<file path="config.mk">
export PLATFORM = sky130hd
export DESIGN_NAME = phy_status_led_monitor
export DESIGN_NICKNAME = d
export VERILOG_FILES = /design/src/led_stretch.v /design/src/phy_status_led_monitor.v
export VERILOG_INCLUDE_DIRS = /design/src
export SDC_FILE = /design/constraint.sdc
export NUM_CORES = 1
export LEC_CHECK = 0
export BUFFER_PORTS_ARGS = -buffer_cell sky130_fd_sc_hd__buf_4
export CAP_MARGIN = 20
export CORE_MARGIN = 2
export CORE_UTILIZATION = 29
export CTS_CLUSTER_DIAMETER = 40
export DETAILED_ROUTE_END_ITERATION = 6
export GPL_TIMING_DRIVEN = 0
export PLACE_DENSITY = 0.56
export RECOVER_POWER = 25
export SLEW_MARGIN = 20
export SYNTH_ARGS = -nofsm -noshare
export SYNTH_HDL_FRONTEND = slang
export SYNTH_SLANG_ARGS = --single-unit
</file>
<file path="constraint.sdc">
create_clock -name MCLK_I -period 24.5 [get_ports MCLK_I]
set_clock_uncertainty 0.05 [all_clocks]
set_input_delay 4.9 -clock MCLK_I [delete_from_list [all_inputs] [get_ports MCLK_I]]
set_output_delay 4.9 -clock MCLK_I [all_outputs]
set_load 0.01 [all_outputs]
</file>
<file path="src/phy_status_led_map.vh">
// register offsets, field positions, reset values and timing counts
`ifndef PHY_STATUS_LED_MAP_VH
`define PHY_STATUS_LED_MAP_VH

// ----------------------------------------------------------------------
// register byte offsets (apb, one word each)
// ----------------------------------------------------------------------
`define OFF_STATUS      12'h000
`define OFF_PAGE        12'h004
`define OFF_LED_CFG     12'h008
`define OFF_LINK_IN     12'h00C
`define OFF_STRAP       12'h010

// ----------------------------------------------------------------------
// status word bit positions
// ----------------------------------------------------------------------
`define ST_AN_DONE      0
`define ST_LINK_STD     1
`define ST_LINK_SEC     2
`define ST_SPEED        3
`define ST_DUPLEX       4
`define ST_POL_REV      5

// ----------------------------------------------------------------------
// page word bit positions
// ----------------------------------------------------------------------
`define PG_RECEIVED     0
`define PG_BASE         1
`define PG_ALT_MODE     2

// ----------------------------------------------------------------------
// led config fields: sel a [15:12], b [11:8], c [7:4], stretch [3:2], en [1]
// ----------------------------------------------------------------------
`define CFG_SEL_A_HI    15
`define CFG_SEL_B_HI    11
`define CFG_SEL_C_HI    7
`define CFG_STR_HI      3
`define CFG_STR_LO      2
`define CFG_STR_EN      1
`define LED_CFG_RESET   16'h0000

// ----------------------------------------------------------------------
// led source selections
// ----------------------------------------------------------------------
`define SEL_COL         4'h0
`define SEL_DUPLEX      4'h1
`define SEL_LINK        4'h2
`define SEL_SPEED       4'h3
`define SEL_RX_ACT      4'h4
`define SEL_TX_ACT      4'h5
`define SEL_LINK_ACT    4'hD

// ----------------------------------------------------------------------
// timing: clock period in ns, times in ms
// ----------------------------------------------------------------------
`define CLK_PERIOD_NS   10
`define POWERUP_MS      1000
`define STRETCH_A_MS    30
`define STRETCH_B_MS    60
`define STRETCH_C_MS    100
`define POWERUP_CYC     (`POWERUP_MS * 1000000 / `CLK_PERIOD_NS)
`define STRETCH_A_CYC   (`STRETCH_A_MS * 1000000 / `CLK_PERIOD_NS)
`define STRETCH_B_CYC   (`STRETCH_B_MS * 1000000 / `CLK_PERIOD_NS)
`define STRETCH_C_CYC   (`STRETCH_C_MS * 1000000 / `CLK_PERIOD_NS)

`endif

</file>
<file path="src/led_stretch.v">
// one led channel: edge detect and pulse stretch timer
`timescale 1ns/100ps
module led_stretch (
  input  wire        clk_i,
  input  wire        rst_i,
  input  wire        event_i,
  input  wire        enable_i,
  input  wire [31:0] limit_i,
  output reg         led_o
);
  reg [31:0] count_reg;
  reg        prev_reg;
  reg        active_reg;
  wire       edge_seen = event_i & ~prev_reg;
  wire       expire    = active_reg & (count_reg >= limit_i);

  always @(posedge clk_i or posedge rst_i) begin
    if (rst_i) begin
      count_reg  <= 32'h0000_0000;
      prev_reg   <= 1'b0;
      active_reg <= 1'b0;
      led_o      <= 1'b0;
    end else if (!enable_i) begin
      count_reg  <= 32'h0000_0000;
      prev_reg   <= event_i;
      active_reg <= 1'b0;
      led_o      <= event_i;
    end else begin
      // clearing prev at expiry makes a held level give a fresh edge
      prev_reg <= expire ? 1'b0 : event_i;
      if (edge_seen) begin
        count_reg  <= 32'h0000_0001;
        active_reg <= 1'b1;
      end else if (expire) begin
        active_reg <= 1'b0;
      end else if (active_reg) begin
        count_reg <= count_reg + 32'h0000_0001;
      end
      // a level still present at expiry keeps the led lit into its fresh edge
      led_o <= edge_seen | (active_reg & (~expire | event_i));
    end
  end
endmodule // led_stretch

</file>
<file path="src/phy_status_led_monitor.v">
// status monitor and led drivers with apb register access
//
// Contract
// - auto-negotiation complete bit set when negotiation finishes
// - standard and secondary link bits set once link established
// - resolved speed and duplex readable in two status bits
// - polarity-reversed bit set on inverted 10 Mbps receive polarity
// - normal mode: page-received flag stays set until read
// - alternate mode: page-received cleared at each new negotiation start
// - base-page flag set when a base page is received, held until read
// - reading clears page-received and base-page flags
// - all three leds on for about one second after reset
// - each led selects collision, duplex, link, speed, rx or tx activity
// - led a link-activity code: led off when link down, still blinks on activity
// - led a link-activity code: on while link up, blinks at stretch interval
// - optional pulse stretch of 30, 60 or 100 ms
// - event edge starts stretch timer, led held until expiry
// - new edge before expiry restarts timer
// - expiry with level still present rearms edge detector
// - led pins sampled as straps; pull and polarity adapt to circuit
`timescale 1ns/100ps
`include "phy_status_led_map.vh"
module phy_status_led_monitor #(
  parameter [31:0] POWERUP_CYCLES = `POWERUP_CYC
) (
  input  wire        MCLK_I,
  input  wire        RST_I,
  input  wire        PSEL_I,
  input  wire        PENABLE_I,
  input  wire        PWRITE_I,
  input  wire [11:0] PADDR_I,
  input  wire [31:0] PWDATA_I,
  output reg  [31:0] PRDATA_O,
  output reg         PREADY_O,
  output reg         PSLVERR_O,
  input  wire        AN_DONE_I,
  input  wire        LINK_UP_I,
  input  wire        SPEED_100_I,
  input  wire        FULL_DUPLEX_I,
  input  wire        POL_REV_I,
  input  wire        PAGE_RX_I,
  input  wire        BASE_PAGE_I,
  input  wire        AN_START_I,
  input  wire        COL_I,
  input  wire        RX_ACT_I,
  input  wire        TX_ACT_I,
  input  wire        LED_A_STRAP_I,
  input  wire        LED_B_STRAP_I,
  input  wire        LED_C_STRAP_I,
  output reg         LED_A_O,
  output reg         LED_A_OE_O,
  output reg         LED_B_O,
  output reg         LED_B_OE_O,
  output reg         LED_C_O,
  output reg         LED_C_OE_O,
  output reg  [2:0]  STRAP_PULL_UP_O
);

  // ----------------------------------------------------------------------
  // functions
  // ----------------------------------------------------------------------
  function [31:0] stretch_limit;
    input [1:0] code;
    begin
      case (code)
        2'h0:    stretch_limit = `STRETCH_A_CYC;
        2'h1:    stretch_limit = `STRETCH_B_CYC;
        default: stretch_limit = `STRETCH_C_CYC;
      endcase
    end
  endfunction

  function led_source;
    input [3:0] sel;
    input       col;
    input       dup;
    input       link;
    input       spd;
    input       rxa;
    input       txa;
    begin
      case (sel)
        `SEL_COL:    led_source = col;
        `SEL_DUPLEX: led_source = dup;
        `SEL_LINK:   led_source = link;
        `SEL_SPEED:  led_source = spd;
        `SEL_RX_ACT: led_source = rxa;
        `SEL_TX_ACT: led_source = txa;
        default:     led_source = 1'b0;
      endcase
    end
  endfunction

  // ----------------------------------------------------------------------
  // state
  // ----------------------------------------------------------------------
  localparam PU_RUN  = 1'b0;
  localparam PU_DONE = 1'b1;

  reg        pu_state_reg;
  reg [31:0] pu_count_reg;
  reg        strap_taken_reg;
  reg [2:0]  strap_reg;
  reg        page_rx_reg;
  reg        base_page_reg;
  reg        alt_mode_reg;
  reg [15:0] led_cfg_reg;
  reg [5:0]  status_reg;
  reg [31:0] rdata_next;
  reg        err_next;
  reg [31:0] blink_count_reg;
  reg        blink_reg;

  wire        access  = PSEL_I & PENABLE_I & PREADY_O;
  wire        rd_page = access & ~PWRITE_I & (PADDR_I == `OFF_PAGE);
  wire        any_act = RX_ACT_I | TX_ACT_I;
  wire [31:0] limit   = stretch_limit(led_cfg_reg[`CFG_STR_HI:`CFG_STR_LO]);
  wire        str_en  = led_cfg_reg[`CFG_STR_EN];
  wire [3:0]  sel_a   = led_cfg_reg[`CFG_SEL_A_HI:`CFG_SEL_A_HI-3];
  wire [3:0]  sel_b   = led_cfg_reg[`CFG_SEL_B_HI:`CFG_SEL_B_HI-3];
  wire [3:0]  sel_c   = led_cfg_reg[`CFG_SEL_C_HI:`CFG_SEL_C_HI-3];
  wire        link_act_a = (sel_a == `SEL_LINK_ACT);
  wire        src_a = link_act_a ? any_act : led_source(sel_a, COL_I, FULL_DUPLEX_I,
                      LINK_UP_I, SPEED_100_I, RX_ACT_I, TX_ACT_I);
  wire        src_b = led_source(sel_b, COL_I, FULL_DUPLEX_I, LINK_UP_I,
                      SPEED_100_I, RX_ACT_I, TX_ACT_I);
  wire        src_c = led_source(sel_c, COL_I, FULL_DUPLEX_I, LINK_UP_I,
                      SPEED_100_I, RX_ACT_I, TX_ACT_I);
  wire        str_a;
  wire        str_b;
  wire        str_c;
  wire        lit_a;

  // ----------------------------------------------------------------------
  // status capture
  // ----------------------------------------------------------------------
  always @(posedge MCLK_I or posedge RST_I) begin
    if (RST_I) begin
      status_reg <= 6'h00;
    end else begin
      status_reg[`ST_AN_DONE]  <= AN_DONE_I;
      status_reg[`ST_LINK_STD] <= LINK_UP_I;
      status_reg[`ST_LINK_SEC] <= LINK_UP_I;
      status_reg[`ST_SPEED]    <= SPEED_100_I;
      status_reg[`ST_DUPLEX]   <= FULL_DUPLEX_I;
      status_reg[`ST_POL_REV]  <= POL_REV_I & ~SPEED_100_I;
    end
  end

  // ----------------------------------------------------------------------
  // page flags: set wins over read clear
  // ----------------------------------------------------------------------
  always @(posedge MCLK_I or posedge RST_I) begin
    if (RST_I) begin
      page_rx_reg   <= 1'b0;
      base_page_reg <= 1'b0;
    end else begin
      if (PAGE_RX_I)
        page_rx_reg <= 1'b1;
      else if (rd_page)
        page_rx_reg <= 1'b0;
      else if (alt_mode_reg & AN_START_I)
        page_rx_reg <= 1'b0;
      if (PAGE_RX_I & BASE_PAGE_I)
        base_page_reg <= 1'b1;
      else if (rd_page)
        base_page_reg <= 1'b0;
    end
  end

  // ----------------------------------------------------------------------
  // power-up lamp test and strap capture
  // ----------------------------------------------------------------------
  always @(posedge MCLK_I or posedge RST_I) begin
    if (RST_I) begin
      pu_state_reg    <= PU_RUN;
      pu_count_reg    <= 32'h0000_0000;
      strap_taken_reg <= 1'b0;
      strap_reg       <= 3'h0;
    end else begin
      if (!strap_taken_reg) begin
        strap_reg       <= {LED_C_STRAP_I, LED_B_STRAP_I, LED_A_STRAP_I};
        strap_taken_reg <= 1'b1;
      end
      case (pu_state_reg)
        PU_RUN: begin
          if (pu_count_reg >= POWERUP_CYCLES - 32'h0000_0001)
            pu_state_reg <= PU_DONE;
          else
            pu_count_reg <= pu_count_reg + 32'h0000_0001;
        end
        PU_DONE: pu_state_reg <= PU_DONE;
        default: pu_state_reg <= PU_DONE;
      endcase
    end
  end

  // ----------------------------------------------------------------------
  // stretch channels
  // ----------------------------------------------------------------------
  led_stretch u_str_a (
    .clk_i    (MCLK_I),
    .rst_i    (RST_I),
    .event_i  (src_a),
    .enable_i (str_en),
    .limit_i  (limit),
    .led_o    (str_a)
  );
  led_stretch u_str_b (
    .clk_i    (MCLK_I),
    .rst_i    (RST_I),
    .event_i  (src_b),
    .enable_i (str_en),
    .limit_i  (limit),
    .led_o    (str_b)
  );
  led_stretch u_str_c (
    .clk_i    (MCLK_I),
    .rst_i    (RST_I),
    .event_i  (src_c),
    .enable_i (str_en),
    .limit_i  (limit),
    .led_o    (str_c)
  );

  // ----------------------------------------------------------------------
  // link-activity blink phase: toggles each stretch interval of activity
  // ----------------------------------------------------------------------
  always @(posedge MCLK_I or posedge RST_I) begin
    if (RST_I) begin
      blink_count_reg <= 32'h0000_0000;
      blink_reg       <= 1'b0;
    end else if (!str_a) begin
      blink_count_reg <= 32'h0000_0000;
      blink_reg       <= 1'b0;
    end else if (blink_count_reg >= limit - 32'h0000_0001) begin
      blink_count_reg <= 32'h0000_0000;
      blink_reg       <= ~blink_reg;
    end else begin
      blink_count_reg <= blink_count_reg + 32'h0000_0001;
    end
  end

  // link up: lit except while str_a is high and blink_reg is low; link down: lit while str_a is high and blink_reg is low
  assign lit_a = link_act_a ? (LINK_UP_I ? (~str_a | blink_reg) : (str_a & ~blink_reg))
                            : str_a;

  // ----------------------------------------------------------------------
  // led pins: strap high means led to supply, drive low to light
  // ----------------------------------------------------------------------
  always @(posedge MCLK_I or posedge RST_I) begin
    if (RST_I) begin
      LED_A_O         <= 1'b0;
      LED_B_O         <= 1'b0;
      LED_C_O         <= 1'b0;
      LED_A_OE_O      <= 1'b0;
      LED_B_OE_O      <= 1'b0;
      LED_C_OE_O      <= 1'b0;
      STRAP_PULL_UP_O <= 3'h0;
    end else begin
      STRAP_PULL_UP_O <= strap_reg;
      LED_A_OE_O      <= strap_taken_reg;
      LED_B_OE_O      <= strap_taken_reg;
      LED_C_OE_O      <= strap_taken_reg;
      LED_A_O <= strap_reg[0] ^ ((pu_state_reg == PU_RUN) | lit_a);
      LED_B_O <= strap_reg[1] ^ ((pu_state_reg == PU_RUN) | str_b);
      LED_C_O <= strap_reg[2] ^ ((pu_state_reg == PU_RUN) | str_c);
    end
  end

  // ----------------------------------------------------------------------
  // apb slave: no wait states, pready high in access phase
  // ----------------------------------------------------------------------
  always @* begin
    rdata_next = 32'h0000_0000;
    err_next   = 1'b0;
    case (PADDR_I)
      `OFF_STATUS:  rdata_next = {26'h0, status_reg};
      `OFF_PAGE:    rdata_next = {29'h0, alt_mode_reg, base_page_reg, page_rx_reg};
      `OFF_LED_CFG: rdata_next = {16'h0, led_cfg_reg};
      `OFF_LINK_IN: rdata_next = {31'h0, LINK_UP_I};
      `OFF_STRAP:   rdata_next = {29'h0, strap_reg};
      default:      err_next   = 1'b1;
    endcase
  end

  always @(posedge MCLK_I or posedge RST_I) begin
    if (RST_I) begin
      PREADY_O     <= 1'b0;
      PRDATA_O     <= 32'h0000_0000;
      PSLVERR_O    <= 1'b0;
      alt_mode_reg <= 1'b0;
      led_cfg_reg  <= `LED_CFG_RESET;
    end else begin
      PREADY_O  <= PSEL_I & ~PENABLE_I;
      PSLVERR_O <= PSEL_I & ~PENABLE_I & err_next;
      PRDATA_O  <= (PSEL_I & ~PENABLE_I & ~PWRITE_I) ? rdata_next : 32'h0000_0000;
      if (access & PWRITE_I & (PADDR_I == `OFF_LED_CFG))
        led_cfg_reg <= PWDATA_I[15:0];
      if (access & PWRITE_I & (PADDR_I == `OFF_PAGE))
        alt_mode_reg <= PWDATA_I[`PG_ALT_MODE];
    end
  end

endmodule // phy_status_led_monitor

</file>
==> results of run 1 <==
synthesized netlist by cell type (all sizes together) (9+ instances only):
cell type,number,area (um2)
a21o,11,82.6
a21oi,83,415
and2,32,200
and3,24,150
buf,28,214
clkbuf,38,143
dfrtp,224,5610
ha,61,763
inv,42,158
mux2,25,282
nand2,83,312
nand3,56,280
nand4,32,200
nor2,45,169
nor3,27,140
nor4,28,175
o211ai,9,72.6
o21a,12,90.1
o21ai,43,230
o31ai,25,188
or3,34,218
or4,34,259
xnor2,36,315
xor2,19,166
cell type report:
class                   instances  area, um2  share of cell area (%)
well taps                     525        657                    4.57
multi-input cells             843       5650                    39.3
clock buffers                  46       1060                    7.40
repair buffers                 74        554                    3.85
flip-flops and latches        224       5610                    39.0
clock inverters                29        343                    2.38
inverters                      42        159                    1.10
plain buffers                  66        353                    2.45
critical path, cell delays in order:
cell	delay, ns
clkbuf_4	0.11
clkinvlp_2	0.78
clkbuf_1	3.86
through the flow:
step	utilization (%)	total power, mW	instance area [um2]
2_1_floorplan	-	0.397	11800
4_1_cts	36.3	0.987	14400
6_report	36.2	0.975	14400
3_5_place_dp	32.8	0.411	13000
3_3_place_gp	32.6	0.409	13000
5_1_grt	36.2	1.01	14400
path summary, 6_finish.rpt:
kind                                 start               endpoint  slack (ns)  cells after the start
max in group MCLK_I              LINK_UP_I  u_str_b.count_reg[11]       17.57                      8
min reg2reg                strap_taken_reg             LED_C_OE_O        0.40                      0
max reg2reg                 led_cfg_reg[3]          u_str_c.led_o       19.24                     11
min in group asynchronous            RST_I           PRDATA_O[14]        4.63                      2
max                                  RST_I   u_str_c.count_reg[7]       13.98                      3
min                        strap_taken_reg             LED_C_OE_O        0.40                      0
per-layer routing:
| layer | wire length, um | part of all wire [%] | track usage [%] |
|---|---|---|---|
| met4 | 599 | 2.1 | 4.19 |
| met1 | 13800 | 48 | 19.4 |
| met2 | 12800 | 44 | 21.8 |
| met3 | 1720 | 5.9 | 2.93 |
| met5 | 0 | 0 | 0 |
cells in the final DEF, fill, tap and decap left out, types with 5 or more instances in the layout:
master and instances:
o31ai_1 25, or4_1 33, clkinvlp_4 6, clkbuf_16 41, o211ai_1 8, buf_4 85
o21a_1 12, or2_2 8, inv_1 41, and3_1 24, mux2i_1 7, nor4b_1 5
o21ai_0 41, clkbuf_4 5, nand4_1 32, nor2b_1 8, or3_1 33, xor2_1 19
dfrtp_1 224, xnor2_1 36, clkinv_2 6, and2_1 32, conb_1 24, a21oi_1 83
ha_1 61, nor4_1 28, clkbuf_1 47, nor3_1 26, nand2b_1 7, nor2_1 45
a31oi_1 7, and4_1 7, nand2_1 83, mux2_2 25, nand3_1 56, a21o_1 11
kinds of logic after synthesis:
kind of cell,synth area share [%]
XOR/XNOR,4.12
AND/OR/NAND/NOR,21.1
multiplexers,3.59
flip-flops,48.0
other,0.0643
adder cells (fa/ha/maj),6.53
AO/OA/AOI/OAI,12.2
buffers and inverters,4.40
power groups by stage:
stage	clock, mW	sequential (mW)	combinational (mW)
floorplan	0	0.382	0.0144
global placement	0	0.382	0.0274
CTS	0.583	0.376	0.0291
finish	0.571	0.376	0.0275
global route	0.602	0.376	0.0309
detailed placement	0	0.382	0.0290
==> qor.txt, run 1 <==
Crit. End Element -> asynchronous set/reset pin
Max-Cap Viols -> 1
Placed insts -> 1,774
EDFF count, synth -> 0
Final Max Slew Viols -> 100
RSZ-0062 raised after global routing -> false
Final #Nets -> 1,416
# hold bufs at CTS -> 0
# port buffers -> 71
Yosys reg bits -> 224
Final Critical Period -> 10.52 ns
PnR worst setup slack -> 13.98 ns
Ratio of cells with drive above 1 in the final layout -> 16.3%
Failing checks -> capacitance limit, slew limit
Sequential fraction of the synthesis area -> 48.0%
Avg Cell Area, Syn -> 10.1 um2
Die height -> 205 um
DRT Wirelength -> 29.0 mm
H-tree Lvls -> 2
Clock transition at path regs -> 0.06 ns
Fmax -> 0.0951 GHz
Post-Layout Cell Count -> 1,849
Vias/cell -> 5.01
Total GRT Usage -> 14.0%
GR Overflow Total -> 0
Largest net degree at the start of global routing -> 100
FP Rows -> 73
Post-cts sizing count -> 0
CTS buffer count -> 41
Seq pwr share -> 38.6%
Detailed-placement wirelength estimate -> 20.2 mm
Net Sw Frac -> 23.1%
FFs w/ async S/R, synth -> 100%
Crit path kind -> in -> async
Clock Tree Root -> clkbuf_16
Boundary Pins -> 106
Syn Std Cell Area -> 0.0117 mm2
Core area -> 0.0397 mm2
Max VDD drop -> 0.0425 mV
DRC Markers -> 0
Netlist cell types -> 65
DR vias -> 9,266
Slew headroom -> -265%
Post-CTS setup buffer count -> 0
Fin. Hold Viols -> 0
DP Worst Slack -> 17.21 ns
Top FF cell, synth -> dfrtp_1
Clk Latency, worst-skew pair -> 0.53 ns
WHS -> 0.400 ns
Sw Pwr -> 225 uW
Part of the power in combinational logic -> 2.8%
Antenna Cells -> 0
CP Max Fanout -> 99
Chip Width -> 205 um
Synth-to-layout area growth -> 23.2%
CP required -> 23.75 ns
Die area -> 0.0419 mm2
GP Congestion -> 0.789
Actual slew at the worst max-slew pin -> 5.48 ns
First DRT Iteration DRCs -> 477
Antenna violations before repair -> 0
CTS tree -> yes
Power share of the clock group -> 58.6%
Outcome -> complete, but fails checks
First-pass detailed-route iteration total -> 5
Final period util -> 42.9%
Tightest Hold Check Type -> reg -> reg
Syn. warnings -> 0
First-pass GRT wire length -> 47.1 mm
Final ANT Viol Nets -> 0
Leakage -> 6.19 nW
Max Root-Sink Buffers -> 3
Post-DR wirelength/cell -> 15.7 um
Num Clock Sinks -> 224
Number of global-route vias before repair -> 8,874
Final setup fails -> 0
Setup TNS -> 0 ns
Number of fill cells -> 3,945
Pwr Density -> 67.7 mW/mm2
Cells after synthesis -> 1,153
Startpoint types -> input pin
Initial Util -> 29.4%
Internal power -> 749 uW
CP arrival -> 9.76 ns
(Power assumes the default switching activity.)
==> run 2: changes to the inputs <==
--- a/config.mk
+++ b/config.mk
@@ -13,7 +13,7 @@
 export CTS_CLUSTER_DIAMETER = 40
 export DETAILED_ROUTE_END_ITERATION = 6
 export GPL_TIMING_DRIVEN = 0
-export PLACE_DENSITY = 0.56
+export PLACE_DENSITY = 0.57
 export RECOVER_POWER = 25
 export SLEW_MARGIN = 20
 export SYNTH_ARGS = -nofsm -noshare
==> constraint.sdc (replaced) <==
create_clock -name MCLK_I -period 9.2 [get_ports MCLK_I]
set_clock_uncertainty 0.05 [all_clocks]
set_input_delay 1.84 -clock MCLK_I [delete_from_list [all_inputs] [get_ports MCLK_I]]
set_output_delay 1.84 -clock MCLK_I [all_outputs]
set_load 0.01 [all_outputs]
==> qor.txt, run 2 (synthesized netlist as in run 1, its figures left out) <==
Outcome -> complete, but fails checks
Failing checks -> capacitance limit, slew limit
CP cell instances -> inv_1, nand2_1, inv_1, ha_1, a21o_1, a2111oi_0, o21ai_0, a211o_1, clkbuf_1, buf_1, o21ai_0
Antenna violations before repair -> 1 (+1)
Die area -> 0.0419 mm2 (unchanged)
CP arrival -> 5.46 ns (-4.30 ns)
Grt met3 use -> 2.99% (+0.064 points)
Cell area after layout -> 0.0144 mm2 (-0.20%)
Startpoint types -> flip-flop
Max Root-Sink Buffers -> 3 (unchanged)
Number of fill cells -> 3,988 (+1.1%)
PnR worst setup slack -> 4.04 ns (-9.95 ns)
Slew headroom -> -124% (+140 points)
DR vias -> 9,148 (-1.3%)
CP peak stage delay -> 0.77 ns (-3.09 ns)
Post-cts sizing count -> 0 (unchanged)
CTS tree -> yes
Most common cell after layout, fill and taps aside -> dfrtp_1
Tightest Hold Check Type -> reg -> reg
Met2 Track Usage GR -> 22.0% (+0.27 points)
Chip Width -> 205 um (unchanged)
Critical Path Stages -> 11 (+8)
Die height -> 205 um (unchanged)
RSZ-0062 raised after global routing -> false
Clk Latency, worst-skew pair -> 0.52 ns (about the same)
DP Worst Slack -> 4.00 ns (-13.21 ns)
CTS buffer count -> 40 (-2.4%)
Pwr Density -> 177 mW/mm2 (+160%)
Core area -> 0.0397 mm2 (unchanged)
Leakage -> 6.19 nW (about the same)
Final ANT Viol Nets -> 0 (unchanged)
Boundary Pins -> 106 (unchanged)
Final Critical Period -> 5.16 ns
Total GRT Usage -> 13.9% (-0.057 points)
Met1 GRT Util -> 18.9% (-0.44 points)
Final #Nets -> 1,416 (unchanged)
Busiest grt layer -> met2
R2R cell count -> 11 (unchanged)
R2r setup slk -> 4.04 ns (-15.20 ns)
Largest net degree at the start of global routing -> 83 (-17%)
GR Overflow Total -> 0 (unchanged)
Clock transition at path regs -> 0.05 ns (about the same)
Final setup fails -> 0 (unchanged)
Clock Tree Root -> clkbuf_16
Setup TNS -> 0 ns (unchanged)
Most frequent cells in the layout -> 224 x dfrtp_1, 85 x buf_4, 83 x a21oi_1, 83 x nand2_1, 61 x ha_1
Antenna Cells -> 0 (unchanged)
Final period util -> 56.1%
Num Clock Sinks -> 224 (unchanged)
Post-DR wirelength/cell -> 15.7 um (+0.44%)
Crit path to -> u_str_c.led_o
# hold bufs at CTS -> 0 (unchanged)
CP Max Fanout -> 17 (-83%)
Initial Util -> 29.4% (unchanged)
Worst r2r dst -> u_str_c.led_o
Fin. Hold Viols -> 0 (unchanged)
DRT Wirelength -> 29.1 mm (+0.33%)
First-pass GRT wire length -> 47.0 mm (-0.19%)
Final Max Slew Viols -> 72 (-28%)
Post-CTS setup buffer count -> 0 (unchanged)
Vias/cell -> 4.95 (-1.2%)
First DRT Iteration DRCs -> 572 (+20%)
Ratio of cells with drive above 1 in the final layout -> 16.2% (-0.13 points)
Synth-to-layout area growth -> 22.9%
Crit. End Element -> flip-flop
Slowest CP cell -> nand2_1
# port buffers -> 71 (unchanged)
H-tree Lvls -> 2 (unchanged)
Detailed-placement wirelength estimate -> 20.2 mm (-0.12%)
Total power -> 2.55 mW (+160%)
Worst Path Buf+Inv -> 4 (+1)
GP Congestion -> 0.830 (+5.1%)
CP top delay family -> buffers and inverters
Number of global-route vias before repair -> 9,032 (+1.8%)
Post-DP Area -> 0.0130 mm2 (about the same)
Fmax -> 0.194 GHz
Max-Cap Viols -> 1 (unchanged)
Crit path kind -> reg -> reg
CP required -> 9.50 ns (-14.25 ns)
FP Rows -> 73 (unchanged)
DRC Markers -> 0 (unchanged)
Critical path launch point -> led_cfg_reg[3]
Max VDD drop -> 0.113 mV (+170%)
First-pass detailed-route iteration total -> 5 (unchanged)
R2R Path Start -> led_cfg_reg[3]
Actual slew at the worst max-slew pin -> 3.34 ns (-2.14 ns)
run 2: changes by cell type in the layout (fill, tap and decap cells not counted), sizes merged:
cell      change
clkbuf        +2
clkinvlp      -3
buf           +2
clkinv        -3
run 2: power breakdown:
group / switching, mW / leakage (nW) / internal (mW)
registers: 0.00499 / 3.04 / 0.996
logic: 0.0429 / 2.50 / 0.0324
clock network: 0.519 / 0.655 / 0.953
run 2: area by class of cell:
class	instances	area, um2	area share, %
Clock buffer	49	1070	7.49
Sequential cell	224	5610	39.0
Tap cell	525	657	4.57
Inverter	42	159	1.11
Buffer	66	353	2.46
Timing Repair Buffer	75	587	4.09
Multi-Input combinational cell	843	5650	39.4
Clock inverter	23	272	1.89
run 2: worst register-to-register path, stage by stage, from the launching register on:
cell	delay, ns
dfrtp_1	0.41
inv_1	0.49
nand2_1	0.77
inv_1	0.63
ha_1	0.34
a21o_1	0.18
a2111oi_0	0.36
o21ai_0	0.21
a211o_1	0.37
clkbuf_1	0.26
buf_1	0.34
o21ai_0	0.58
run 2: metrics by stage:
stage / hold slack, ns / cells / utilization [%]
global placement: 0.391 / 1771 / 32.6
finish: 0.402 / 1847 / 36.1
global route: 0.421 / 1847 / 36.1
floorplan: 0.356 / 1175 / -
CTS: 0.408 / 1847 / 36.2
detailed placement: 0.395 / 1775 / 32.8
run 2: worst min-delay path by stage:
stage	from	end	cells after the start
detailed placement	strap_taken_reg	LED_C_OE_O	0
global route	strap_taken_reg	LED_C_OE_O	0
CTS	strap_taken_reg	LED_C_OE_O	0
floorplan	strap_reg[0]	STRAP_PULL_UP_O[0]	0
global placement	pu_count_reg[28]	pu_count_reg[28]	1
finish	strap_reg[2]	STRAP_PULL_UP_O[2]	0
run 2: layer usage:
layer	vias up	share of wire [%]
li1	4482	-
met1	4412	48
met2	202	44
met3	52	5.4
met4	0	2.4
met5	-	0
==> run 3: changes to the inputs <==
--- a/config.mk
+++ b/config.mk
@@ -13,7 +13,7 @@
 export CTS_CLUSTER_DIAMETER = 40
 export DETAILED_ROUTE_END_ITERATION = 6
 export GPL_TIMING_DRIVEN = 0
-export PLACE_DENSITY = 0.57
+export PLACE_DENSITY = 0.56
 export RECOVER_POWER = 25
 export SLEW_MARGIN = 20
 export SYNTH_ARGS = -nofsm -noshare
==> constraint.sdc (replaced) <==
create_clock -name MCLK_I -period 5.22 [get_ports MCLK_I]
set_clock_uncertainty 0.05 [all_clocks]
set_input_delay 1.044 -clock MCLK_I [delete_from_list [all_inputs] [get_ports MCLK_I]]
set_output_delay 1.044 -clock MCLK_I [all_outputs]
set_load 0.01 [all_outputs]
==> qor.txt, run 3 (synthesized netlist as in run 1, its figures left out) <==
Outcome -> complete, but fails checks
Failing checks -> capacitance limit, slew limit
R2R Path Start -> led_cfg_reg[3]
Fin. Hold Viols -> 0 (unchanged)
DRT Wirelength -> 29.0 mm (-0.27%)
CTS tree -> yes
Post-DR wirelength/cell -> 15.6 um (-0.59%)
CP arrival -> 5.15 ns (-0.31 ns)
Internal power -> 3.50 mW (+76%)
Antenna Cells -> 0 (unchanged)
Post-CTS setup buffer count -> 0 (unchanged)
DR vias -> 9,204 (+0.61%)
Largest net degree at the start of global routing -> 34 (-59%)
Total GRT Usage -> 14.1% (+0.21 points)
H-tree Lvls -> 2 (unchanged)
Most common cell after layout, fill and taps aside -> dfrtp_1
Slew headroom -> -17.0% (+110 points)
Seq pwr share -> 39.2% (about the same)
Setup TNS -> 0 ns (unchanged)
Ratio of cells with drive above 1 in the final layout -> 16.5% (+0.30 points)
DP Worst Slack -> 0.0172 ns (-3.98 ns)
Max-Cap Viols -> 2 (+1)
Part of the power in combinational logic -> 3.0% (about the same)
WHS -> 0.403 ns (+0.000911 ns)
Actual slew at the worst max-slew pin -> 1.75 ns (-1.59 ns)
Chip Width -> 205 um (unchanged)
Crit. End Element -> flip-flop
CP Max Fanout -> 17 (unchanged)
Fmax -> 0.206 GHz (+6.5%)
Leakage -> 6.21 nW (+0.21%)
Number of global-route vias before repair -> 9,045 (+0.14%)
First-pass GRT wire length -> 47.7 mm (+1.4%)
Boundary Pins -> 106 (unchanged)
CP required -> 5.52 ns (-3.98 ns)
Core Util, Final -> 36.2% (+0.085 points)
Power share of the clock group -> 57.8% (about the same)
Synth-to-layout area growth -> 23.2%
Critical path launch point -> led_cfg_reg[3]
Clock transition at path regs -> 0.05 ns (about the same)
Max Root-Sink Buffers -> 3 (unchanged)
Num Clock Sinks -> 224 (unchanged)
Most frequent cells in the layout -> 224 x dfrtp_1, 87 x buf_4, 83 x a21oi_1, 82 x nand2_1, 61 x ha_1
Tightest Hold Check Type -> reg -> reg
Vias/cell -> 4.97 (+0.29%)
Final #Nets -> 1,422 (+0.42%)
Startpoint types -> flip-flop
Core area -> 0.0397 mm2 (unchanged)
GR Overflow Total -> 0 (unchanged)
Final ANT Viol Nets -> 0 (unchanged)
DRC Markers -> 0 (unchanged)
RSZ-0062 raised after global routing -> false
Final Max Slew Viols -> 63 (-13%)
Final period util -> 92.9% (+37 points)
# port buffers -> 71 (unchanged)
Clk Latency, worst-skew pair -> 0.52 ns (about the same)
Final Critical Period -> 4.85 ns (-0.315 ns)
CTS buffer count -> 40 (unchanged)
GP Congestion -> 0.797 (-3.9%)
Die height -> 205 um (unchanged)
First DRT Iteration DRCs -> 500 (-13%)
Clock Tree Root -> clkbuf_16
Hold_sp -> strap_reg[2]
Final setup fails -> 0 (unchanged)
Initial Util -> 29.4% (unchanged)
Net Sw Frac -> 22.3% (+0.083 points)
Crit path kind -> reg -> reg
FP Rows -> 73 (unchanged)
Die area -> 0.0419 mm2 (unchanged)
Max VDD drop -> 0.204 mV (+80%)
Detailed-placement wirelength estimate -> 20.5 mm (+1.9%)
Pwr Density -> 313 mW/mm2 (+76%)
Sw Pwr -> 1.00 mW (+77%)
Antenna violations before repair -> 0 (-1)
First-pass detailed-route iteration total -> 5 (unchanged)
PnR worst setup slack -> 0.371 ns (-3.67 ns)
## run 3: changes by cell type in the layout (fill, tap and decap cells not counted), sizes merged
cell	delta
clkinv	+5
buf	+2
inv	-2
bufinv	+1
clkbuf	-1
clkinvlp	+1
## run 3: critical path, cell delays in order (launching register included)
cell,delay (ns)
dfrtp_1,0.42
inv_1,0.53
nand2_2,0.52
inv_1,0.47
ha_1,0.33
a21o_1,0.18
a2111oi_0,0.38
o21ai_0,0.23
a211o_1,0.37
clkbuf_1,0.26
buf_1,0.35
o21ai_0,0.58
## run 3: timing repair
item	CTS	global route
gates resized for setup	0	1
hold buffers	0	0
setup endpoints to repair	0	26
hold endpoints to repair	0	0
## run 3: layout make-up
cell class              instances  area (um2)
repair buffers                 81         613
fillers                      3986       25300
clock buffers                  44        1030
flip-flops and latches        224        5610
multi-input cells             843        5660
clock inverters                28         320
inverters                      42         159
plain buffers                  66         357
well taps                     525         657
## run 3: worst paths after layout
check                                       to  slack [ns]  depth (start not counted)
setup reg to reg                 u_str_c.led_o        0.37                         11
min in group asynchronous  blink_count_reg[31]        0.46                          2
max in group asynchronous     pu_count_reg[12]        1.84                          6
setup / recovery                 u_str_c.led_o        0.37                         11
hold / removal              STRAP_PULL_UP_O[2]        0.40                          0
hold reg to reg             STRAP_PULL_UP_O[2]        0.40                          0
## run 3: through the flow
stage	power, mW	cell area (um2)	instances
floorplan	1.86	11800	1175
global placement	1.92	13000	1771
detailed placement	1.94	13100	1781
CTS	4.57	14500	1853
global route	4.67	14400	1853
finish	4.50	14400	1853
## run 3: layer usage
| metal | up-vias | track usage [%] | part of all wire, % |
|---|---|---|---|
| met2 | 213 | 22.0 | 45 |
| met3 | 38 | 2.45 | 5.0 |
| li1 | 4496 | - | - |
| met5 | - | 0 | 0 |
| met1 | 4457 | 20.1 | 49 |
| met4 | 0 | 3.73 | 1.8 |
## run 3: power by group through the flow
stage	logic (mW)	registers [mW]	clock network, mW
after floorplan	0.0677	1.79	0
after global placement	0.130	1.79	0
after detailed placement	0.147	1.79	0
after CTS	0.147	1.76	2.66
after global routing	0.150	1.76	2.75
final	0.133	1.76	2.60
